`src/pkg/taep_defines.svh`:
```
// register map, field positions, reset values and counts of the encoder/pwm block
`ifndef TAEP_DEFINES_SVH
`define TAEP_DEFINES_SVH

// ****************************************************************
// register byte offsets inside the 256-byte window
// ****************************************************************
`define TAEP_WINDOW_BYTES 256
`define TAEP_OFF_VERSION 8'h00
`define TAEP_OFF_APP_ID 8'h04
`define TAEP_OFF_ENC_AZ 8'h08
`define TAEP_OFF_ENC_PI 8'h0C
`define TAEP_OFF_ENC_HOLD 8'h10
`define TAEP_OFF_CTRL_AZ 8'h14
`define TAEP_OFF_CTRL_PI 8'h18
`define TAEP_OFF_DIV_AZ 8'h1C
`define TAEP_OFF_DIV_PI 8'h20
`define TAEP_OFF_THERMAL 8'h24
`define TAEP_OFF_IRQ_STAT 8'h28
`define TAEP_OFF_IRQ_MASK 8'h2C

// ****************************************************************
// field positions
// ****************************************************************
`define TAEP_THERM_STAT_LSB 8
`define TAEP_IRQ_HOT_LSB 0
`define TAEP_IRQ_WRAP_LSB 2

// ****************************************************************
// reset values
// ****************************************************************
`define TAEP_RST_ENC_HOLD 2'h0
`define TAEP_RST_THERM_EN 2'h3
`define TAEP_RST_IRQ_MASK 4'h0

// ****************************************************************
// counts
// ****************************************************************
`define TAEP_PWM_STEPS 1023
`define TAEP_PWM_LAST 10'h3FE
`define TAEP_PWM_FULL 10'h3FF
`define TAEP_REF_KHZ 40000

`endif

```
`src/pkg/taep_pkg.sv`:
```
// types shared by the encoder/pwm block
`default_nettype none
package taep_pkg;
  typedef logic signed [15:0] taep_pos_t;  // encoder position
  typedef logic signed [10:0] taep_ctrl_t; // signed motor control, -1023..1023 = -1.0..1.0
  typedef logic [3:0] taep_irq_t;          // two overheat onsets, two position wraps
endpackage : taep_pkg
`default_nettype wire

```
`src/rtl/taep_encoder.sv`:
```
// quadrature encoder position counter with reset hold
`timescale 1ns/100ps
`default_nettype none

module taep_encoder import taep_pkg::*; (
  input wire logic pclk,
  input wire logic presetn,
  input wire logic enc_a,
  input wire logic enc_b,
  input wire logic hold,
  output taep_pos_t position,
  output logic wrap
);

  logic a_ff; // previous sample of phase a
  logic b_ff; // previous sample of phase b
  taep_pos_t pos_ff;
  logic wrap_ff;
  logic step;
  logic up;

  // exactly one phase changed: one quarter step; both changed is a skipped step, ignored
  assign step = (enc_a ^ a_ff) ^ (enc_b ^ b_ff);
  // direction from new a against old b
  assign up = enc_a ^ b_ff;

  // ****************************************************************
  // input history, tracked even in hold so release gives no false step
  // ****************************************************************
  always_ff @(posedge pclk or negedge presetn) begin
    if (!presetn) begin
      a_ff <= 1'b0;
      b_ff <= 1'b0;
    end else begin
      a_ff <= enc_a;
      b_ff <= enc_b;
    end
  end

  // ****************************************************************
  // position counter, wraps modulo 65536
  // ****************************************************************
  always_ff @(posedge pclk or negedge presetn) begin
    if (!presetn) begin
      pos_ff <= 16'sh0000;
      wrap_ff <= 1'b0;
    end else if (hold) begin
      pos_ff <= 16'sh0000; // reads zero while held
      wrap_ff <= 1'b0;
    end else if (step) begin
      pos_ff <= up ? pos_ff + 16'sh0001 : pos_ff - 16'sh0001;
      // signed overflow either way marks a wrap event
      wrap_ff <= up ? (pos_ff == 16'sh7FFF) : (pos_ff == 16'sh8000);
    end else begin
      wrap_ff <= 1'b0;
    end
  end

  assign position = pos_ff;
  assign wrap = wrap_ff;

endmodule : taep_encoder

`default_nettype wire

```
`src/rtl/taep_pwm.sv`:
```
// signed pwm generator with its own clock divider and thermal cut-off
`timescale 1ns/100ps
`default_nettype none
`include "taep_defines.svh"

module taep_pwm import taep_pkg::*; #(
  parameter int DIV_W = 8
) (
  input wire logic pclk,
  input wire logic presetn,
  input wire taep_ctrl_t ctrl,
  input wire logic [DIV_W-1:0] pwm_clock_divider,
  input wire logic force_off,
  output logic pwm_out,
  output logic pwm_dir
);

  logic [DIV_W-1:0] pre_ff; // divider count
  logic [9:0] per_ff;       // position in the 1023-step period
  logic pwm_ff;
  logic dir_ff;
  logic step;
  logic [10:0] mag_full;
  logic [9:0] mag;

  // one step every (1 + divider) clocks; >= covers a divider lowered mid-count
  assign step = (pre_ff >= pwm_clock_divider);

  // magnitude of the control; -1024 saturates to full duty
  always_comb begin
    mag_full = ctrl[10] ? 11'(-ctrl) : 11'(ctrl);
    mag = mag_full[10] ? `TAEP_PWM_FULL : mag_full[9:0];
  end

  // ****************************************************************
  // prescaler
  // ****************************************************************
  always_ff @(posedge pclk or negedge presetn) begin
    if (!presetn) begin
      pre_ff <= '0;
    end else if (step) begin
      pre_ff <= '0;
    end else begin
      pre_ff <= pre_ff + 1'b1;
    end
  end

  // ****************************************************************
  // period counter, 0..1022
  // ****************************************************************
  always_ff @(posedge pclk or negedge presetn) begin
    if (!presetn) begin
      per_ff <= 10'h000;
    end else if (step) begin
      per_ff <= (per_ff == `TAEP_PWM_LAST) ? 10'h000 : per_ff + 10'h001;
    end
  end

  // ****************************************************************
  // output stage: magnitude sets duty, sign sets direction
  // ****************************************************************
  always_ff @(posedge pclk or negedge presetn) begin
    if (!presetn) begin
      pwm_ff <= 1'b0;
      dir_ff <= 1'b0;
    end else begin
      pwm_ff <= ~force_off & (per_ff < mag);
      dir_ff <= ctrl[10];
    end
  end

  assign pwm_out = pwm_ff;
  assign pwm_dir = dir_ff;

endmodule : taep_pwm

`default_nettype wire

```
`src/rtl/taep_top.sv`:
```
// top of the two-axis encoder and pwm i/o block with its apb register file
//
// The register addresses and the APB interface to the registers were chosen for this implementation.
`timescale 1ns/100ps
`default_nettype none
`include "taep_defines.svh"

module taep_top import taep_pkg::*; #(
  parameter logic [31:0] LOGIC_VERSION = 32'h0000_0001, // arbitrary value
  parameter logic [31:0] APP_ID = 32'h5249_4731,        // arbitrary four characters
  parameter int DIV_W = 8                               // width of each pwm divider
) (
  input wire logic pclk,
  input wire logic presetn,
  input wire logic psel,
  input wire logic penable,
  input wire logic pwrite,
  input wire logic [7:0] paddr,
  input wire logic [31:0] pwdata,
  output logic [31:0] prdata,
  output logic pready,
  output logic pslverr,
  input wire logic [1:0] enc_a,
  input wire logic [1:0] enc_b,
  input wire logic [1:0] amp_hot,
  output logic [1:0] pwm_out,
  output logic [1:0] pwm_dir,
  output logic irq
);

  // ****************************************************************
  // declarations
  // ****************************************************************
  logic [1:0] enc_hold_ff;              // per-axis encoder hold, bit0 azimuth
  taep_ctrl_t ctrl_ff [2];              // per-axis signed control
  logic [DIV_W-1:0] div_ff [2];         // per-axis pwm clock divider
  logic [1:0] therm_en_ff;              // thermal cut-off enable flags
  logic [1:0] hot_ff;                   // registered amplifier overheat
  taep_irq_t irq_stat_ff;               // sticky event bits
  taep_irq_t irq_mask_ff;               // interrupt enables
  logic [31:0] prdata_ff;               // read data, loaded in setup phase
  logic pslverr_ff;                     // error answer, loaded in setup phase
  logic [31:0] nxt_prdata;
  logic nxt_pslverr;
  taep_pos_t position [2];              // encoder outputs
  logic [1:0] wrap;                     // encoder wrap pulses
  logic setup;                          // apb setup phase
  logic wr;                             // write takes effect this edge
  logic [7:0] word_addr;                // word-aligned offset inside the window
  logic hit;                            // offset is mapped
  taep_irq_t irq_set;                   // events raised this cycle
  taep_irq_t irq_clr;                   // bits software clears this cycle

  // ****************************************************************
  // apb decode
  // ****************************************************************
  // the system decoder asserts psel anywhere in the window it assigned,
  // so the block never compares against a base of its own
  assign setup = psel & ~penable;
  // zero wait states: every access completes in its first access cycle
  assign wr = psel & penable & pwrite;
  // only the low eight address bits matter inside the window
  assign word_addr = {paddr[7:2], 2'b00};

  // offset is one of the documented words
  always_comb begin
    unique case (word_addr)
      `TAEP_OFF_VERSION,
      `TAEP_OFF_APP_ID,
      `TAEP_OFF_ENC_AZ,
      `TAEP_OFF_ENC_PI,
      `TAEP_OFF_ENC_HOLD,
      `TAEP_OFF_CTRL_AZ,
      `TAEP_OFF_CTRL_PI,
      `TAEP_OFF_DIV_AZ,
      `TAEP_OFF_DIV_PI,
      `TAEP_OFF_THERMAL,
      `TAEP_OFF_IRQ_STAT,
      `TAEP_OFF_IRQ_MASK: begin
        hit = 1'b1;
      end
      default: begin
        hit = 1'b0; // rest of the window is unmapped
      end
    endcase
  end

  // ****************************************************************
  // read mux
  // ****************************************************************
  always_comb begin
    nxt_prdata = 32'h0000_0000;
    nxt_pslverr = ~hit;
    unique case (word_addr)
      `TAEP_OFF_VERSION: begin
        nxt_prdata = LOGIC_VERSION;
      end
      `TAEP_OFF_APP_ID: begin
        nxt_prdata = APP_ID;
      end
      `TAEP_OFF_ENC_AZ: begin
        nxt_prdata = {16'h0000, position[0]};
      end
      `TAEP_OFF_ENC_PI: begin
        nxt_prdata = {16'h0000, position[1]};
      end
      `TAEP_OFF_ENC_HOLD: begin
        nxt_prdata = {30'h0000_0000, enc_hold_ff};
      end
      `TAEP_OFF_CTRL_AZ: begin
        nxt_prdata = {21'h00_0000, ctrl_ff[0]};
      end
      `TAEP_OFF_CTRL_PI: begin
        nxt_prdata = {21'h00_0000, ctrl_ff[1]};
      end
      `TAEP_OFF_DIV_AZ: begin
        nxt_prdata = 32'(div_ff[0]);
      end
      `TAEP_OFF_DIV_PI: begin
        nxt_prdata = 32'(div_ff[1]);
      end
      `TAEP_OFF_THERMAL: begin
        // flags in the low bits, live amplifier status above them
        nxt_prdata[1:0] = therm_en_ff;
        nxt_prdata[`TAEP_THERM_STAT_LSB +: 2] = hot_ff;
      end
      `TAEP_OFF_IRQ_STAT: begin
        nxt_prdata = {28'h000_0000, irq_stat_ff};
      end
      `TAEP_OFF_IRQ_MASK: begin
        nxt_prdata = {28'h000_0000, irq_mask_ff};
      end
      default: begin
        nxt_prdata = 32'h0000_0000; // unmapped reads as zero with an error
      end
    endcase
  end

  // read data and error are captured in the setup phase, so they stand
  // stable through the whole access phase
  always_ff @(posedge pclk or negedge presetn) begin
    if (!presetn) begin
      prdata_ff <= 32'h0000_0000;
      pslverr_ff <= 1'b0;
    end else if (setup) begin
      prdata_ff <= pwrite ? 32'h0000_0000 : nxt_prdata;
      pslverr_ff <= nxt_pslverr;
    end
  end

  assign prdata = prdata_ff;
  assign pslverr = pslverr_ff & psel & penable;
  assign pready = 1'b1;

  // ****************************************************************
  // encoder hold register
  // ****************************************************************
  // hold resets to released; software sets it to zero an axis
  always_ff @(posedge pclk or negedge presetn) begin
    if (!presetn) begin
      enc_hold_ff <= `TAEP_RST_ENC_HOLD;
    end else if (wr && word_addr == `TAEP_OFF_ENC_HOLD) begin
      enc_hold_ff <= pwdata[1:0];
    end
  end

  // ****************************************************************
  // control and divider registers, one pair per axis
  // ****************************************************************
  // writing zero to both controls is how software stops the motors
  always_ff @(posedge pclk or negedge presetn) begin
    if (!presetn) begin
      ctrl_ff[0] <= 11'sh000;
      ctrl_ff[1] <= 11'sh000;
    end else if (wr) begin
      if (word_addr == `TAEP_OFF_CTRL_AZ) begin
        ctrl_ff[0] <= pwdata[10:0];
      end
      if (word_addr == `TAEP_OFF_CTRL_PI) begin
        ctrl_ff[1] <= pwdata[10:0];
      end
    end
  end

  // dividers take effect at once; the running prescaler count is compared against the new value
  always_ff @(posedge pclk or negedge presetn) begin
    if (!presetn) begin
      div_ff[0] <= '0;
      div_ff[1] <= '0;
    end else if (wr) begin
      if (word_addr == `TAEP_OFF_DIV_AZ) begin
        div_ff[0] <= pwdata[DIV_W-1:0];
      end
      if (word_addr == `TAEP_OFF_DIV_PI) begin
        div_ff[1] <= pwdata[DIV_W-1:0];
      end
    end
  end

  // ****************************************************************
  // thermal flags and status
  // ****************************************************************
  // flags reset to set so an overheated amplifier is protected from power-up
  always_ff @(posedge pclk or negedge presetn) begin
    if (!presetn) begin
      therm_en_ff <= `TAEP_RST_THERM_EN;
    end else if (wr && word_addr == `TAEP_OFF_THERMAL) begin
      therm_en_ff <= pwdata[1:0];
    end
  end

  // one register stage on the amplifier pins; also the edge reference
  always_ff @(posedge pclk or negedge presetn) begin
    if (!presetn) begin
      hot_ff <= 2'h0;
    end else begin
      hot_ff <= amp_hot;
    end
  end

  // ****************************************************************
  // interrupt status and mask
  // ****************************************************************
  // events: overheat onset per axis, position wrap per axis
  assign irq_set = {wrap, amp_hot & ~hot_ff};
  assign irq_clr = (wr && word_addr == `TAEP_OFF_IRQ_STAT) ? pwdata[3:0] : 4'h0;

  // write one to clear; an event in the clearing cycle still sets the bit
  always_ff @(posedge pclk or negedge presetn) begin
    if (!presetn) begin
      irq_stat_ff <= 4'h0;
    end else begin
      irq_stat_ff <= (irq_stat_ff & ~irq_clr) | irq_set;
    end
  end

  always_ff @(posedge pclk or negedge presetn) begin
    if (!presetn) begin
      irq_mask_ff <= `TAEP_RST_IRQ_MASK;
    end else if (wr && word_addr == `TAEP_OFF_IRQ_MASK) begin
      irq_mask_ff <= pwdata[3:0];
    end
  end

  // level interrupt while any unmasked bit stands
  assign irq = |(irq_stat_ff & irq_mask_ff);

  // ****************************************************************
  // per-axis datapath: index 0 azimuth, 1 pitch
  // ****************************************************************
  for (genvar i = 0; i < 2; i++) begin : g_axis
    // quadrature position counter with hold
    taep_encoder u_enc (
      .pclk(pclk),
      .presetn(presetn),
      .enc_a(enc_a[i]),
      .enc_b(enc_b[i]),
      .hold(enc_hold_ff[i]),
      .position(position[i]),
      .wrap(wrap[i])
    );

    // pwm drive; cut off only on this axis's own overheat and flag
    taep_pwm #(
      .DIV_W(DIV_W)
    ) u_pwm (
      .pclk(pclk),
      .presetn(presetn),
      .ctrl(ctrl_ff[i]),
      .pwm_clock_divider(div_ff[i]),
      .force_off(hot_ff[i] & therm_en_ff[i]),
      .pwm_out(pwm_out[i]),
      .pwm_dir(pwm_dir[i])
    );
  end

endmodule : taep_top

`default_nettype wire

```
`config.mk`:
```
export PLATFORM = sky130hd
export DESIGN_NAME = taep_top
export DESIGN_NICKNAME = d
export VERILOG_FILES = /design/src/pkg/taep_pkg.sv /design/src/rtl/taep_encoder.sv /design/src/rtl/taep_pwm.sv /design/src/rtl/taep_top.sv
export VERILOG_INCLUDE_DIRS = /design/src /design/src/pkg
export SDC_FILE = /design/constraint.sdc
export NUM_CORES = 1
export LEC_CHECK = 0
export ABC_AREA = 1
export BUFFER_PORTS_ARGS = -buffer_cell sky130_fd_sc_hd__buf_2
export CAP_MARGIN = 20
export CELL_PAD_IN_SITES_DETAIL_PLACEMENT = 1
export CELL_PAD_IN_SITES_GLOBAL_PLACEMENT = 1
export CORE_MARGIN = 2
export CORE_UTILIZATION = 44
export CTS_CLUSTER_DIAMETER = 30
export DETAILED_ROUTE_END_ITERATION = 6
export GPL_ROUTABILITY_DRIVEN = 1
export MAX_ROUTING_LAYER = met4
export PLACE_DENSITY = 0.82
export SYNTH_ARGS = -nofsm -noshare
export SYNTH_HDL_FRONTEND = slang
export SYNTH_SLANG_ARGS = --single-unit
```
`constraint.sdc`:
```
create_clock -name pclk -period 3 [get_ports pclk]
set_input_delay 0.15 -clock pclk [delete_from_list [all_inputs] [get_ports pclk]]
set_output_delay 0.15 -clock pclk [all_outputs]
set_load 0.02 [all_outputs]
```
==> flow_summary.toml <==
[timing]
finClkSkew_ps = 9.18
hold_violations = 0
report.final.slew_viol_count = 0
fmax_mhz = 400
fin_crit_sh_pct = 83.4
rsz0062_at_grt = "no"
maxSlewHeadroom_pct = 48.4
setup-violations-final = 0
fin_ws_ps = 498
worstMarginPinSlew_ps = 774
fin_setup_tns_ps = 0
post-route-min-period_ps = 2500

[floorplan]
coreArea_um2 = 22800
fp.dieW_um = 157
num_rows = 55
die_y_um = 157
start_util_pct = 45.0
ios = 90
die-area_um2 = 24500

[placed_design]
io_buffer_count = 55
gp_congestion = 0.952
place_hpwl_mm = 23.5
dp_worst_setup_slack_ps = 547

[critical_path]
arrival_ps = 2820
criticalPathCategory = "flip-flop to flip-flop"
critical-path-slowest-cell = "dfrtp_1"
max_stage_delay_ps = 410
crit_chain = "inv_1 > ha_1 > nand2_1 > nor2_1 > nand3_1 > o21ai_0 > a21oi_1 > ha_1 > nand2_1 > or2_2 > nand4_1 > a21oi_1"
ff2ff_path_depth = 12
worstPathRequired_ps = 3320
critPathMaxFanout = 8
cp.depth = 12
reg2reg_slack_ps = 500
endpoint = "g_axis[1].u_pwm.pwm_out"
reg2reg_from = "ctrl_ff[1]"
critPathTopFamily = "simple AND/OR/NAND/NOR gates"
r2r_end = "g_axis[1].u_pwm.pwm_out"
crit_path_start = "ctrl_ff[1]"
critical_path.startpoint_type = "flip-flop"
crit_path_end_kind = "flip-flop"
timing.critical_path.buf_inv = 1

[global_route]
grt.total_usage_pct = 27.8
grt_pass1_wl_mm = 51.9
antenna_found_initial = 0
grt_max_degree = 62
grt_pass1_vias = 10183
overflow = 0

[cells_and_area]
drive_above_1_share_pct = 8.04
layout.nets = 1652
area_growth_pct = 11.7
diodes = 0
nFillCells = 3019

[cts]
post-cts-setup-buffers = 0
cts_tree = "yes"
clock_latency_ps = 440
cts_root_buf = "clkbuf_16"
htreeDepth = 4
ctsResizeCount = 0
path_clk_slew_ps = 70
cts_buffers = 17
cts_max_path_buffers = 2
cts_sinks = 148

[detailed_routing]
routedWlPerCell_um = 17.0
antenna_left = 0
vias_per_cell = 5.24
via_count = 9729
drtIter0Drc = 415
drc = 0
drt-total-wl_mm = 31.5
first_pass_iters = 4

[synth]
avgSynthCellArea_um2 = 6.97
ys_seq_elements = 148
syn_inst = 1470
seq_area_frac_synth_pct = 36.1
syn_area_um2 = 10300
ys_types = 41
yosysWarningCount = 0

[flow_run]
cap_violations = 0

[power_and_ir_drop]
power_density_nw_per_um2 = 759
ir_worst_vdd_mv = 0.345
leakage_nw = 6.08

[min_path]
hold_path_class = "primary input to flip-flop"

[outcome]
outcome = "finished clean"
==> how the worst min path moves through the flow <==
stage	from	end	slack, ps	cells after the start
after floorplan	presetn	ctrl_ff[0]	-150	0
after global placement	presetn	g_axis[0].u_pwm.per_ff[4]	190	1
after detailed placement	presetn	g_axis[0].u_pwm.per_ff[6]	190	1
after CTS	pwdata[8]	ctrl_ff[8]	30	3
after global routing	penable	pslverr_ff	40	3
final	pwdata[8]	ctrl_ff[8]	30	3
==> layout by cell type (no fill, tap or decap), types with 3 or more instances in the layout <==
cell type | Yosys | final
a21oi_1 | 53 | 53
a22oi_1 | 5 | 5
buf_2 | 12 | 54
buf_4 | 26 | 8
bufinv_16 | 0 | 3
clkbuf_1 | 3 | 3
clkbuf_16 | 0 | 17
clkinvlp_4 | 0 | 4
conb_1 | 2 | 11
dfrtp_1 | 146 | 146
dlygate4sd3_1 | 0 | 9
ha_1 | 70 | 70
inv_1 | 196 | 196
inv_2 | 5 | 5
nand2_1 | 496 | 496
nand2_2 | 8 | 8
nand3_1 | 84 | 84
nand3b_1 | 15 | 15
nand4_1 | 23 | 23
nor2_1 | 120 | 119
nor2_2 | 5 | 6
nor2_4 | 3 | 3
nor3_1 | 22 | 22
nor4_1 | 4 | 4
o21ai_0 | 85 | 85
o21ai_1 | 22 | 22
o22ai_1 | 8 | 8
or2_2 | 3 | 3
xnor2_1 | 11 | 11
xor2_1 | 22 | 22
==> cells in the mapped netlist <==
cell type	n	area (µm²)
o21ai_1	22	110
conb_1	2	7.51
xnor2_2	1	16.3
and3_1	1	6.26
buf_6	1	11.3
nor4_4	1	21.3
nand2_4	1	11.3
nor3_1	22	110
nand2_1	496	1860
o22ai_1	8	50.1
ha_1	70	876
o21a_1	2	15.0
a21boi_0	1	7.51
nor2_2	5	31.3
a21oi_1	53	265
nor3_4	1	16.3
o21bai_1	1	7.51
o21ai_0	85	425
nand3b_1	15	113
and2_1	1	6.26
dfstp_2	2	52.6
buf_2	12	60.1
xor2_1	22	193
or2_2	3	18.8
nand4_1	23	144
dfrtp_1	146	3650
o2111ai_1	2	17.5
a211oi_1	2	15.0
inv_1	196	736
nand3_1	84	420
nor3b_1	2	15.0
nor4_1	4	25.0
xnor2_1	11	96.3
nand2_2	8	50.1
a22oi_1	5	37.5
inv_2	5	18.8
nor2_1	120	450
fa_1	2	40.0
clkbuf_1	3	11.3
buf_4	26	195
nor2_4	3	33.8
==> report_power, final <==
part           switching, mW  internal, mW  total (mW)
combinational           2.28          1.29        3.57
sequential             0.500          2.38        2.88
clock                  0.908          1.34        2.24
total                   3.69          5.00        8.69
==> metrics by stage <==
step	cell area (µm²)	hold WS, ps	total power [mW]	cells	utilization, %
2_1_floorplan	10300	-146	5.41	1479	-
3_3_place_gp	10800	186	6.22	1814	47.3
3_5_place_dp	10800	194	6.41	1814	47.3
4_1_cts	11500	30.0	8.74	1855	50.3
5_1_grt	11500	45.0	9.42	1855	50.3
6_report	11500	30.8	8.69	1855	50.3
==> per-layer routing <==
layer | share of wire, % | vias to the layer above | global-route usage [%]
li1 | - | 4769 | -
met1 | 43 | 4719 | 33.5
met2 | 50 | 183 | 47.4
met3 | 3.6 | 58 | 4.24
met4 | 2.7 | 0 | 9.61
met5 | 0 | - | -
==> flip-flops by register name (all words and copies together), names as in the netlist <==
| name | count |
|---|---|
| g_axis.u_enc.a_ff | 2 |
| g_axis.u_pwm.per_ff | 20 |
| g_axis.u_pwm.pwm_dir | 2 |
| hot_ff | 2 |
| g_axis.u_pwm.pwm_out | 2 |
| therm_en_ff | 2 |
| prdata | 17 |
| g_axis.u_pwm.pre_ff | 16 |
| g_axis.u_enc.b_ff | 2 |
| pslverr_ff | 1 |
| irq_mask_ff | 4 |
| g_axis.u_enc.wrap | 2 |
| ctrl_ff | 22 |
| enc_hold_ff | 2 |
| g_axis.u_enc.position | 32 |
| div_ff | 16 |
| irq_stat_ff | 4 |
==> worst reg2reg max path, delay by kind of cell (launching register included) <==
kind / cells / cell delay (ps)
adder cells (fa/ha/maj): 2 / 560
AND/OR/NAND/NOR: 6 / 1030
AO/OA/AOI/OAI: 3 / 290
flip-flops: 1 / 410
buffers and inverters: 1 / 110
==> cell families after synthesis <==
family                   share of synthesized area, %
adder cells (fa/ha/maj)                          8.93
buffers and inverters                            10.1
AO/OA/AOI/OAI                                    9.28
XOR/XNOR                                         2.98
AND/OR/NAND/NOR                                  32.5
other                                          0.0733
flip-flops                                       36.1
==> repair_timing <==
item	4_1_cts	5_1_grt
endpoints found under the hold margin	68	0
setup endpoints to repair	0	0
hold buffers	9	0
==> final cells by class <==
cell class	instances	area [µm²]	share of cell area [%]
Multi-Input combinational cell	1088	5550	48.4
Sequential cell	148	3710	32.4
Inverter	201	754	6.59
Timing Repair Buffer	73	452	3.94
Clock buffer	21	450	3.93
Tap cell	313	392	3.42
Clock inverter	11	151	1.32
No activity file was read; power rests on OpenSTA's default activity.
